[config.mk]
export PLATFORM = sky130hd
export DESIGN_NAME = timer2_reload_capture_baud
export DESIGN_NICKNAME = d
export VERILOG_FILES = /design/src/design/timer2_pkg.sv /design/src/design/timer2_reload_capture_baud.sv /design/src/design/timer2_edge_detect.sv
export SDC_FILE = /design/constraint.sdc
export NUM_CORES = 1
export LEC_CHECK = 0
export BUFFER_PORTS_ARGS = -buffer_cell sky130_fd_sc_hd__buf_2
export CORE_MARGIN = 2
export CORE_UTILIZATION = 40
export DETAILED_ROUTE_END_ITERATION = 8
export PLACE_DENSITY = 0.55
export SLEW_MARGIN = 40
export SYNTH_ARGS = -nofsm -noshare
export SYNTH_HDL_FRONTEND = slang
export SYNTH_SLANG_ARGS = --single-unit
[constraint.sdc]
create_clock -name CLK -period 4.5 [get_ports CLK]
set_input_delay 0.45 -clock CLK [delete_from_list [all_inputs] [get_ports CLK]]
set_output_delay 0.45 -clock CLK [all_outputs]
set_load 0.01 [all_outputs]
[src/design/timer2_pkg.sv]
/*
 timer2_pkg: register indices, control-bit positions, reset values, timing
 counts and carrier structs for the reload/capture/baud timer.
 Assumes a 200 MHz core clock standing in for the oscillator, and a plain
 strobe register port with read data one cycle after the read strobe.
*/
// Functional notes
// - capture mode with trigger enabled: trigger falling edge latches count into reload pair
// - reload mode: reload count on overflow, and on trigger edge if enabled
// - any baud source bit set: ignore capture select, always reload on overflow
// - port b baud source bits in power control act like port a bits
// - auto-reload, trigger off: count up, overflow loads count from reload pair
// - auto-reload, trigger on: falling trigger edge also reloads the count
// - capture mode: count up without reload; trigger edge copies count to pair
// - baud mode counts at half oscillator rate; overflow never sets overflow flag
// - baud mode, trigger enabled: trigger falling edge raises extra interrupt
// - transmit bit rate from timer 1 when tx source 0, this timer when 1
// - receive source bit picks timer 1 or this timer for receive rate
// - one port may receive from timer 1 while transmitting from this timer
// - baud mode: high byte rollover reloads both count bytes; firmware presets pair
// - modes 1 and 3 bit rate is this timer's overflow rate divided by 16
// - baud mode trigger edge sets external flag without reloading count
package timer2_pkg;
   localparam int ADDR_W = 4;
   localparam logic [ADDR_W-1:0] REG_CONTROL = 4'h0;
   localparam logic [ADDR_W-1:0] REG_COUNT_LOW = 4'h1;
   localparam logic [ADDR_W-1:0] REG_COUNT_HIGH = 4'h2;
   localparam logic [ADDR_W-1:0] REG_RELOAD_LOW = 4'h3;
   localparam logic [ADDR_W-1:0] REG_RELOAD_HIGH = 4'h4;
   localparam logic [ADDR_W-1:0] REG_POWER_CONTROL = 4'h5;
   localparam logic [ADDR_W-1:0] REG_IRQ_STATUS = 4'h6;
   localparam logic [ADDR_W-1:0] REG_IRQ_CLEAR = 4'h7;
   localparam logic [ADDR_W-1:0] REG_IRQ_ENABLE = 4'h8;
   // control bit positions
   localparam int B_OVF = 7;
   localparam int B_EXTF = 6;
   localparam int B_RXSRC = 5;
   localparam int B_TXSRC = 4;
   localparam int B_EXEN = 3;
   localparam int B_RUN = 2;
   localparam int B_CT = 1;
   localparam int B_CPRL = 0;
   // power control bits for port b
   localparam int B_PB_RXSRC = 5;
   localparam int B_PB_TXSRC = 4;
   // irq status bits
   localparam int I_OVF = 0;
   localparam int I_EXT = 1;
   localparam logic [7:0] RESET_BYTE = 8'h00;
   localparam logic [15:0] COUNT_MAX = 16'hFFFF;
   // oscillator periods per tick, and timer overflows per bit clock
   localparam int TIMER_DIV = 12;
   localparam int BAUD_DIV = 2;
   localparam int OVF_PER_BIT = 16;
   localparam logic [3:0] TIMER_LAST = 4'(TIMER_DIV - 1);
   localparam logic [3:0] BAUD_LAST = 4'(BAUD_DIV - 1);
   localparam logic [3:0] BIT_LAST = 4'(OVF_PER_BIT - 1);

   typedef struct packed {
      logic [ADDR_W-1:0] addr;
      logic [7:0] wdata;
      logic wr;
      logic rd;
   } reg_req_t;

   typedef struct packed {
      logic port_a_tx;
      logic port_a_rx;
      logic port_b_tx;
      logic port_b_rx;
   } bit_clocks_t;
endpackage : timer2_pkg

[src/design/timer2_reload_capture_baud.sv]
/*
 timer2_reload_capture_baud: sixteen-bit up timer with auto-reload, capture
 and bit-rate generation for two serial ports, plus its registers and irq.
 Assumes pins are asynchronous, the timer 1 overflow input is a one-cycle
 pulse on CLK, and software uses the strobe register port.
*/
`timescale 1ns/1ps
module timer2_reload_capture_baud
   import timer2_pkg::*;
(
   input wire logic CLK,
   input wire logic RESET,
   input wire timer2_pkg::reg_req_t REQ,
   output logic [7:0] RDATA,
   input wire logic TIMER2_TRIGGER_PIN,
   input wire logic TIMER2_COUNT_PIN,
   input wire logic TIMER1_OVERFLOW,
   output timer2_pkg::bit_clocks_t BIT_CLOCKS,
   output logic TIMER2_OVERFLOW,
   output logic IRQ
);
   typedef struct packed {
      logic [7:0] control;
      logic [7:0] power_control;
      logic [15:0] count;
      logic [15:0] reload;
      logic [1:0] irq_status;
      logic [1:0] irq_enable;
      logic [3:0] prescale;
      logic [3:0] a_tx_div;
      logic [3:0] a_rx_div;
      logic [3:0] b_tx_div;
      logic [3:0] b_rx_div;
      bit_clocks_t clocks;
      logic ovf_pulse;
      logic irq;
      logic [7:0] rdata;
   } state_t;

   state_t state_ff;
   state_t nxt_state;
   logic trig_fall;
   logic count_fall;

   timer2_edge_detect trig_edge (
      .clk(CLK),
      .reset(RESET),
      .pin(TIMER2_TRIGGER_PIN),
      .fall(trig_fall)
   );

   timer2_edge_detect count_edge (
      .clk(CLK),
      .reset(RESET),
      .pin(TIMER2_COUNT_PIN),
      .fall(count_fall)
   );

   logic baud_mode;
   logic run;
   logic exen;
   logic capture_mode;
   logic tick;
   logic overflow;
   logic trig_act;
   logic set_ovf;
   logic set_ext;
   logic t2_a_tx;
   logic t2_a_rx;
   logic t2_b_tx;
   logic t2_b_rx;

   always_comb begin
      nxt_state = state_ff;
      run = state_ff.control[B_RUN];
      exen = state_ff.control[B_EXEN];
      t2_a_tx = state_ff.control[B_TXSRC];
      t2_a_rx = state_ff.control[B_RXSRC];
      t2_b_tx = state_ff.power_control[B_PB_TXSRC];
      t2_b_rx = state_ff.power_control[B_PB_RXSRC];
      // any source bit of either port puts the timer in baud mode
      baud_mode = t2_a_tx | t2_a_rx | t2_b_tx | t2_b_rx;
      capture_mode = state_ff.control[B_CPRL] & ~baud_mode;
      trig_act = exen & trig_fall;

      // tick source
      tick = 1'b0;
      if (!run) begin
         nxt_state.prescale = '0;
      end else if (baud_mode) begin
         // internal clock at half oscillator rate even in counter function
         tick = (state_ff.prescale >= BAUD_LAST);
         nxt_state.prescale = tick ? '0 : state_ff.prescale + 4'h1;
      end else if (state_ff.control[B_CT]) begin
         // each synchronised falling edge counts, up to one per two clocks; nothing holds the pin count below fosc/24
         tick = count_fall;
         nxt_state.prescale = '0;
      end else begin
         tick = (state_ff.prescale >= TIMER_LAST);
         nxt_state.prescale = tick ? '0 : state_ff.prescale + 4'h1;
      end

      overflow = tick & (state_ff.count == COUNT_MAX);
      nxt_state.count = tick ? state_ff.count + 16'h0001 : state_ff.count;

      if (overflow && !capture_mode) begin
         nxt_state.count = state_ff.reload;
      end
      if (trig_act && !baud_mode && !capture_mode) begin
         nxt_state.count = state_ff.reload;
      end
      // capture copies the live count; reload registers stay otherwise
      if (trig_act && capture_mode) begin
         nxt_state.reload = state_ff.count;
      end

      // baud overflow never flags; trigger edge flags in every mode
      set_ovf = overflow & ~baud_mode;
      set_ext = trig_act;
      nxt_state.ovf_pulse = overflow;

      // bit clocks: each direction divides its chosen overflow by 16
      nxt_state.clocks = '0;
      if (t2_a_tx ? overflow : TIMER1_OVERFLOW) begin
         nxt_state.a_tx_div = state_ff.a_tx_div + 4'h1;
         nxt_state.clocks.port_a_tx = (state_ff.a_tx_div == BIT_LAST);
      end
      if (t2_a_rx ? overflow : TIMER1_OVERFLOW) begin
         nxt_state.a_rx_div = state_ff.a_rx_div + 4'h1;
         nxt_state.clocks.port_a_rx = (state_ff.a_rx_div == BIT_LAST);
      end
      if (t2_b_tx ? overflow : TIMER1_OVERFLOW) begin
         nxt_state.b_tx_div = state_ff.b_tx_div + 4'h1;
         nxt_state.clocks.port_b_tx = (state_ff.b_tx_div == BIT_LAST);
      end
      if (t2_b_rx ? overflow : TIMER1_OVERFLOW) begin
         nxt_state.b_rx_div = state_ff.b_rx_div + 4'h1;
         nxt_state.clocks.port_b_rx = (state_ff.b_rx_div == BIT_LAST);
      end

      // register writes; a write to a flag bit is overruled by a set
      if (REQ.wr) begin
         unique case (REQ.addr)
            REG_CONTROL: nxt_state.control = REQ.wdata;
            REG_POWER_CONTROL: nxt_state.power_control = REQ.wdata;
            // writing while running may race a reload; firmware stops first
            REG_COUNT_LOW: nxt_state.count[7:0] = REQ.wdata;
            REG_COUNT_HIGH: nxt_state.count[15:8] = REQ.wdata;
            REG_RELOAD_LOW: nxt_state.reload[7:0] = REQ.wdata;
            REG_RELOAD_HIGH: nxt_state.reload[15:8] = REQ.wdata;
            REG_IRQ_CLEAR: nxt_state.irq_status = state_ff.irq_status & ~REQ.wdata[1:0];
            REG_IRQ_ENABLE: nxt_state.irq_enable = REQ.wdata[1:0];
            default: ;
         endcase
      end
      if (set_ovf) begin
         nxt_state.control[B_OVF] = 1'b1;
         nxt_state.irq_status[I_OVF] = 1'b1;
      end
      if (set_ext) begin
         nxt_state.control[B_EXTF] = 1'b1;
         nxt_state.irq_status[I_EXT] = 1'b1;
      end

      nxt_state.rdata = RESET_BYTE;
      if (REQ.rd) begin
         unique case (REQ.addr)
            REG_CONTROL: nxt_state.rdata = state_ff.control;
            REG_POWER_CONTROL: nxt_state.rdata = state_ff.power_control;
            REG_COUNT_LOW: nxt_state.rdata = state_ff.count[7:0];
            REG_COUNT_HIGH: nxt_state.rdata = state_ff.count[15:8];
            REG_RELOAD_LOW: nxt_state.rdata = state_ff.reload[7:0];
            REG_RELOAD_HIGH: nxt_state.rdata = state_ff.reload[15:8];
            REG_IRQ_STATUS: nxt_state.rdata = {6'h00, state_ff.irq_status};
            REG_IRQ_ENABLE: nxt_state.rdata = {6'h00, state_ff.irq_enable};
            default: nxt_state.rdata = RESET_BYTE;
         endcase
      end
      // level irq follows next status and enable, so it stays registered
      nxt_state.irq = |(nxt_state.irq_status & nxt_state.irq_enable);
   end

   always_ff @(posedge CLK) begin
      if (RESET) begin
         state_ff <= '0;
      end else begin
         state_ff <= nxt_state;
      end
   end

   assign RDATA = state_ff.rdata;
   assign BIT_CLOCKS = state_ff.clocks;
   assign TIMER2_OVERFLOW = state_ff.ovf_pulse;
   assign IRQ = state_ff.irq;
endmodule : timer2_reload_capture_baud

[src/design/timer2_edge_detect.sv]
/*
 timer2_edge_detect: two-flop synchroniser for an external pin plus a
 falling-edge pulse. Assumes the pin is asynchronous to CLK.
*/
`timescale 1ns/1ps
module timer2_edge_detect (
   input wire logic clk,
   input wire logic reset,
   input wire logic pin,
   output logic fall
);
   typedef struct packed {
      logic meta;
      logic sync;
      logic last;
   } edge_state_t;
   edge_state_t state_ff;
   edge_state_t nxt_state;

   // meta feeds only sync; edge compares two settled samples
   always_comb begin
      nxt_state.meta = pin;
      nxt_state.sync = state_ff.meta;
      nxt_state.last = state_ff.sync;
   end

   always_ff @(posedge clk) begin
      if (reset) begin
         state_ff <= '1;
      end else begin
         state_ff <= nxt_state;
      end
   end

   assign fall = state_ff.last & ~state_ff.sync;
endmodule : timer2_edge_detect

==> impl_metrics.ini, run 1 <==
[outcome]
status = finished clean

[global_route]
overflow = 0
grt_pass1_vias = 3855
antenna_found_initial = 0
grt_max_degree = 50
grt_usage_pct = 21.7
grt_first_pass_wirelength_um = 21600

[logic_synthesis]
synth-compound-area-share_pct = 18.5
synth-simple-area-share_pct = 23.9
synth_fa_ha_area_share_pct = 2.07
post-synth-top-area-cell = dfxtp_1
synthDistinctLibCells = 62
syn-num-nets = 594
synthMuxAreaShare_pct = 8.45
synth_top_family_by_area = simple AND/OR/NAND/NOR gates
avgSynthCellArea_sq_um = 8.54
netlist_area_sq_um = 4840
synth_cells = 567
synth_seq_area_share_pct = 38.1
yosys_most_used_dff = dfxtp_1
synth_edf_count = 0
async_reset_ff_share_pct = 0
yosysTopAreaCellShare_pct = 38.1
yosysWarnings = 0
synth_xor_area_share_pct = 2.90
synth-seq-cells = 92
yosys-top-cells-area = dfxtp_1, mux2i_1, nand2_1

[clock_network]
ctsHtreeMaxLevel = 3
ctsHoldBuffers = 0
clkTransAtPathRegs_ns = 0.07
cts_sinks = 92
worstSkewPairLatency_ns = 0.35
post_cts_resized = 0
post-cts-setup-buffer-count = 0
cts_tree = done
cts-root-buf = clkbuf_16
cts_made_buffers = 9
clock_path_buffers = 2

[detailed_routing]
drc_errors = 0
drtIter0Drc = 305
vias = 4133
via_per_inst = 5.76
wl_um = 13500
wl_per_cell_um = 18.8
first_pass_iters = 6
ant_nets = 0

[placed_design]
gp_congestion = 0.909
dp_slack_ns = 1.79
dp_hpwl_um = 9620
io_buffers = 32

[flow_run]
max-cap-violations = 0

[sta]
finalSetupViolCount = 0
max_freq_mhz = 364
worst_slack_ns = 1.75
rsz0062_at_grt = no
fin_crit_ns = 2.75
finalHoldViolCount = 0
fin_skew_ns = 0.00652
maxSlewHeadroom_pct = 52.7
tightest_slew_ns = 0.700
fin_crit_sh_pct = 61.0
slew_viol_final = 0
timing.setup.tns_ns = 0

[finish]
antennaDiodeCount = 0
area_growth_pct = 9.64
layout_common_cells = dfxtp_1, nand2_1, nor2_1
fillers = 1188
regArea_sq_um = 1840
multi_input_area_sq_um = 2720
final_common_cell = dfxtp_1
final_nets = 593
drive_above_1_share_pct = 15.1
fin_util_pct = 44.5

[power_and_ir_drop]
leakage_nw = 1.99
powerDensity_nw_per_um2 = 331
ir_worst_vdd_v = 0.000166

[die]
die_area_sq_um = 13000
core_sq_um = 11900
die-height_um = 114
start_util_pct = 40.6
ios = 33
die_w_um = 114
rows = 40

[worst_setup_path]
cp_data_arrival_time_ns = 2.98
crit_type = reg -> reg
cp.required_ns = 4.74
start_kind = flip-flop
worstSetupEndpointType = flip-flop
cp_max_fo = 7

[hold_path]
hold_class = in -> reg
==> where the power goes <==
| group | total [W] | internal [W] | switching, W |
|---|---|---|---|
| logic | 0.000120 | 0.0000394 | 0.0000804 |
| clock network | 0.000791 | 0.000451 | 0.000340 |
| registers | 0.000845 | 0.000829 | 0.0000160 |
| total | 0.00176 | 0.00132 | 0.000437 |
==> logic make-up (layout without fill, tap and decap cells) <==
logic type,after synthesis,after routing
simple gates,225,225
compound gates,122,122
flops,92,92
buf+inv,65,69
mux,39,39
xor+xnor,16,16
fa+ha+maj,8,8
==> Yosys cell counts, drive strengths merged (3+ instances only) <==
cell type  number
a211oi         17
a21bo           4
a21boi          7
a21o            7
a21oi          35
a22o            4
a31oi           3
a32oi           5
and2            4
and4            5
buf            24
clkbuf         22
dfxtp          92
ha              8
inv            19
mux2           15
mux2i          24
nand2          63
nand2b          7
nand3          31
nand3b          6
nand4          10
nor2           46
nor2b          15
nor3            7
nor4            8
nor4b           3
o211ai          3
o21ai           8
o221ai         14
or2             8
or4             6
xnor2           8
xor2            8
==> per-layer routing <==
metal | up-vias | GRT usage, % | routed length [um]
met5 | - | 0 | 0
met4 | 0 | 8.21 | 369
met3 | 25 | 3.24 | 745
li1 | 2045 | - | -
met1 | 1938 | 30.6 | 6410
met2 | 125 | 33.6 | 6000
==> final timing paths <==
kind                                                         start                                 end  slack, ns  depth (start not counted)
worst max register to register             state_ff[55]$_SDFF_PP0_           state_ff[16]$_SDFFE_PP0P_       1.75                          6
worst min-delay path                            TIMER2_TRIGGER_PIN   trig_edge.nxt_state[1]$_SDFF_PP1_       0.27                          2
worst min register to register  count_edge.nxt_state[1]$_SDFF_PP1_  count_edge.nxt_state[0]$_SDFF_PP1_       0.41                          1
worst max-delay path                       state_ff[55]$_SDFF_PP0_           state_ff[16]$_SDFFE_PP0P_       1.75                          6
==> state kept, by name (all words and copies together), names as in the netlist <==
register              cells
trig_edge.state_ff        1
run                       1
BIT_CLOCKS                4
count_edge.state_ff       1
TIMER2_OVERFLOW           1
trig_edge.nxt_state       2
count_edge.nxt_state      2
RDATA                     8
IRQ                       1
exen                      1
state_ff                 70
==> through the flow <==
| stage | hold slack (ns) | cell area [sq um] | total power (W) | std cells |
|---|---|---|---|---|
| CTS | 0.267 | 5300 | 0.00177 | 717 |
| global placement | 0.400 | 4960 | 0.000977 | 701 |
| finish | 0.273 | 5310 | 0.00176 | 718 |
| detailed placement | 0.398 | 4980 | 0.000981 | 701 |
| floorplan | 0.389 | 4840 | 0.000937 | 567 |
| global route | 0.275 | 5310 | 0.00182 | 718 |
==> cell type report <==
| cell class | instances | area share, % |
|---|---|---|
| Clock buffer | 10 | 4.50 |
| Clock inverter | 6 | 1.37 |
| Tap cell | 147 | 3.47 |
| Timing Repair Buffer | 34 | 3.30 |
| Sequential cell | 92 | 34.7 |
| Multi-Input combinational cell | 410 | 51.3 |
| Inverter | 19 | 1.34 |
==> worst max-delay path, cell delays in order, from the launching register on <==
cell	delay (ns)
dfxtp_1	0.47
ha_1	0.22
nand2_1	0.12
or4_4	0.62
or4_1	0.65
a21boi_2	0.22
mux2_1	0.33
(Power assumes the default switching activity.)
==> run 2: changes to the inputs <==
- PLACE_DENSITY: 0.55 -> 0.57
- clock period: 4.5 -> 2.3 ns (I/O delays scaled with it)
==> impl_metrics.ini, run 2 (same netlist as run 1, synthesis figures left out) <==
[outcome]
status = finished clean

[sta]
slew_viol_final = 0
fin_crit_ns = 2.28
maxSlewHeadroom_pct = 62.3
fin_skew_ns = 0.0101
worst_slack_ns = 0.0174
max_freq_mhz = 438
fin_crit_sh_pct = 99.2
finalSetupViolCount = 0
finalHoldViolCount = 0
tightest_slew_ns = 0.564
rsz0062_at_grt = yes
whs_ns = 0.0500

[clock_network]
cts_sinks = 92
clock_path_buffers = 2
cts-root-buf = clkbuf_16
worstSkewPairLatency_ns = 0.36
clkTransAtPathRegs_ns = 0.07
cts_tree = done
ctsHtreeMaxLevel = 3
cts_made_buffers = 9

[hold_path]
hold_class = in -> reg

[placed_design]
gp_congestion = 0.927
dp_slack_ns = 0.0424
dp_hpwl_um = 10500
io_buffers = 32

[power_and_ir_drop]
p_total_w = 0.00344
leakage_nw = 2.25
powerDensity_nw_per_um2 = 598
ir_worst_vdd_v = 0.000313

[global_route]
grt_pass1_vias = 4206
grt_first_pass_wirelength_um = 22700
grt_usage_pct = 22.9
overflow = 0
antenna_found_initial = 0
grt_max_degree = 36

[finish]
antennaDiodeCount = 0
largest_register_ffs = 70
final_common_cell = dfxtp_1
top_register = state_ff
drive_above_1_share_pct = 23.9
layout_common_cells = dfxtp_1, nand2_1, buf_4
area_growth_pct = 18.8
final_nets = 645

[worst_setup_path]
cp_data_arrival_time_ns = 2.52
start_kind = flip-flop
cp.required_ns = 2.54
worstSetupEndpointType = flip-flop
cp_max_fo = 7
crit_type = reg -> reg

[die]
core_sq_um = 11900
die_w_um = 114
ios = 33
die-height_um = 114
rows = 40
start_util_pct = 40.6
die_area_sq_um = 13000

[detailed_routing]
wl_um = 14500
first_pass_iters = 5
vias = 4486
drc_errors = 0
via_per_inst = 5.83
drtIter0Drc = 461
ant_nets = 0
wl_per_cell_um = 18.9

[flow_run]
max-cap-violations = 0
==> run 2: cell count changes in the layout (fill, tap and decap cells not counted), sizes merged <==
cell      change
clkinv        -3
buf          +52
inv           +2
clkinvlp      +1
==> run 2: power by group <==
| part | switching, W | internal [W] |
|---|---|---|
| Clock | 0.000674 | 0.000855 |
| Sequential | 0.0000263 | 0.00162 |
| Combinational | 0.000171 | 0.0000950 |
| Total | 0.000871 | 0.00257 |
==> run 2: per-layer routing <==
| metal | share of wire [%] | vias to the layer above | GRT usage [%] |
|---|---|---|---|
| li1 | - | 2147 | - |
| met1 | 47 | 2146 | 32.1 |
| met2 | 43 | 174 | 34.5 |
| met3 | 7.6 | 19 | 4.73 |
| met4 | 2.1 | 0 | 9.27 |
| met5 | 0 | - | 0 |
==> run 2: cell type report <==
class | instances | area, sq um
Fill cell | 1178 | 6160
Clock buffer | 10 | 229
Timing Repair Buffer | 86 | 582
Tap cell | 147 | 184
Sequential cell | 92 | 1850
Clock inverter | 6 | 71.3
Multi-Input combinational cell | 410 | 2760
Inverter | 19 | 71.3
==> run 2: final timing paths <==
path | startpoint | end | slack, ns | depth (start not counted)
hold / removal | TIMER2_COUNT_PIN | count_edge.nxt_state[1]$_SDFF_PP1_ | 0.05 | 2
hold reg to reg | count_edge.nxt_state[1]$_SDFF_PP1_ | count_edge.nxt_state[0]$_SDFF_PP1_ | 0.41 | 1
setup reg to reg | state_ff[54]$_SDFF_PP0_ | state_ff[16]$_SDFFE_PP0P_ | 0.02 | 6
setup / recovery | state_ff[54]$_SDFF_PP0_ | state_ff[16]$_SDFFE_PP0P_ | 0.02 | 6
==> run 2: per-stage QoR <==
| stage | util (%) | TNS [ns] | area, sq um | instances |
|---|---|---|---|---|
| after floorplan | - | 0 | 4910 | 567 |
| after global placement | 45.1 | 0 | 5370 | 750 |
| after detailed placement | 45.1 | 0 | 5370 | 750 |
| after CTS | 47.6 | 0 | 5670 | 766 |
| after global routing | 48.3 | -0.0806 | 5750 | 770 |
| final | 48.3 | 0 | 5750 | 770 |
==> run 2: repair_timing <==
action                     4_1_cts  5_1_grt
setup endpoints to repair        0       23
gates resized for setup          0       11
hold buffers                     0        0
buffers inserted                 0        4
==> run 2: critical path: stages (launching register included) <==
cell and delay, ns:
dfxtp_4 0.36, ha_4 0.13, nand2_2 0.05, or4_4 0.58, or4_4 0.56, a21boi_2 0.18, mux2_4 0.30
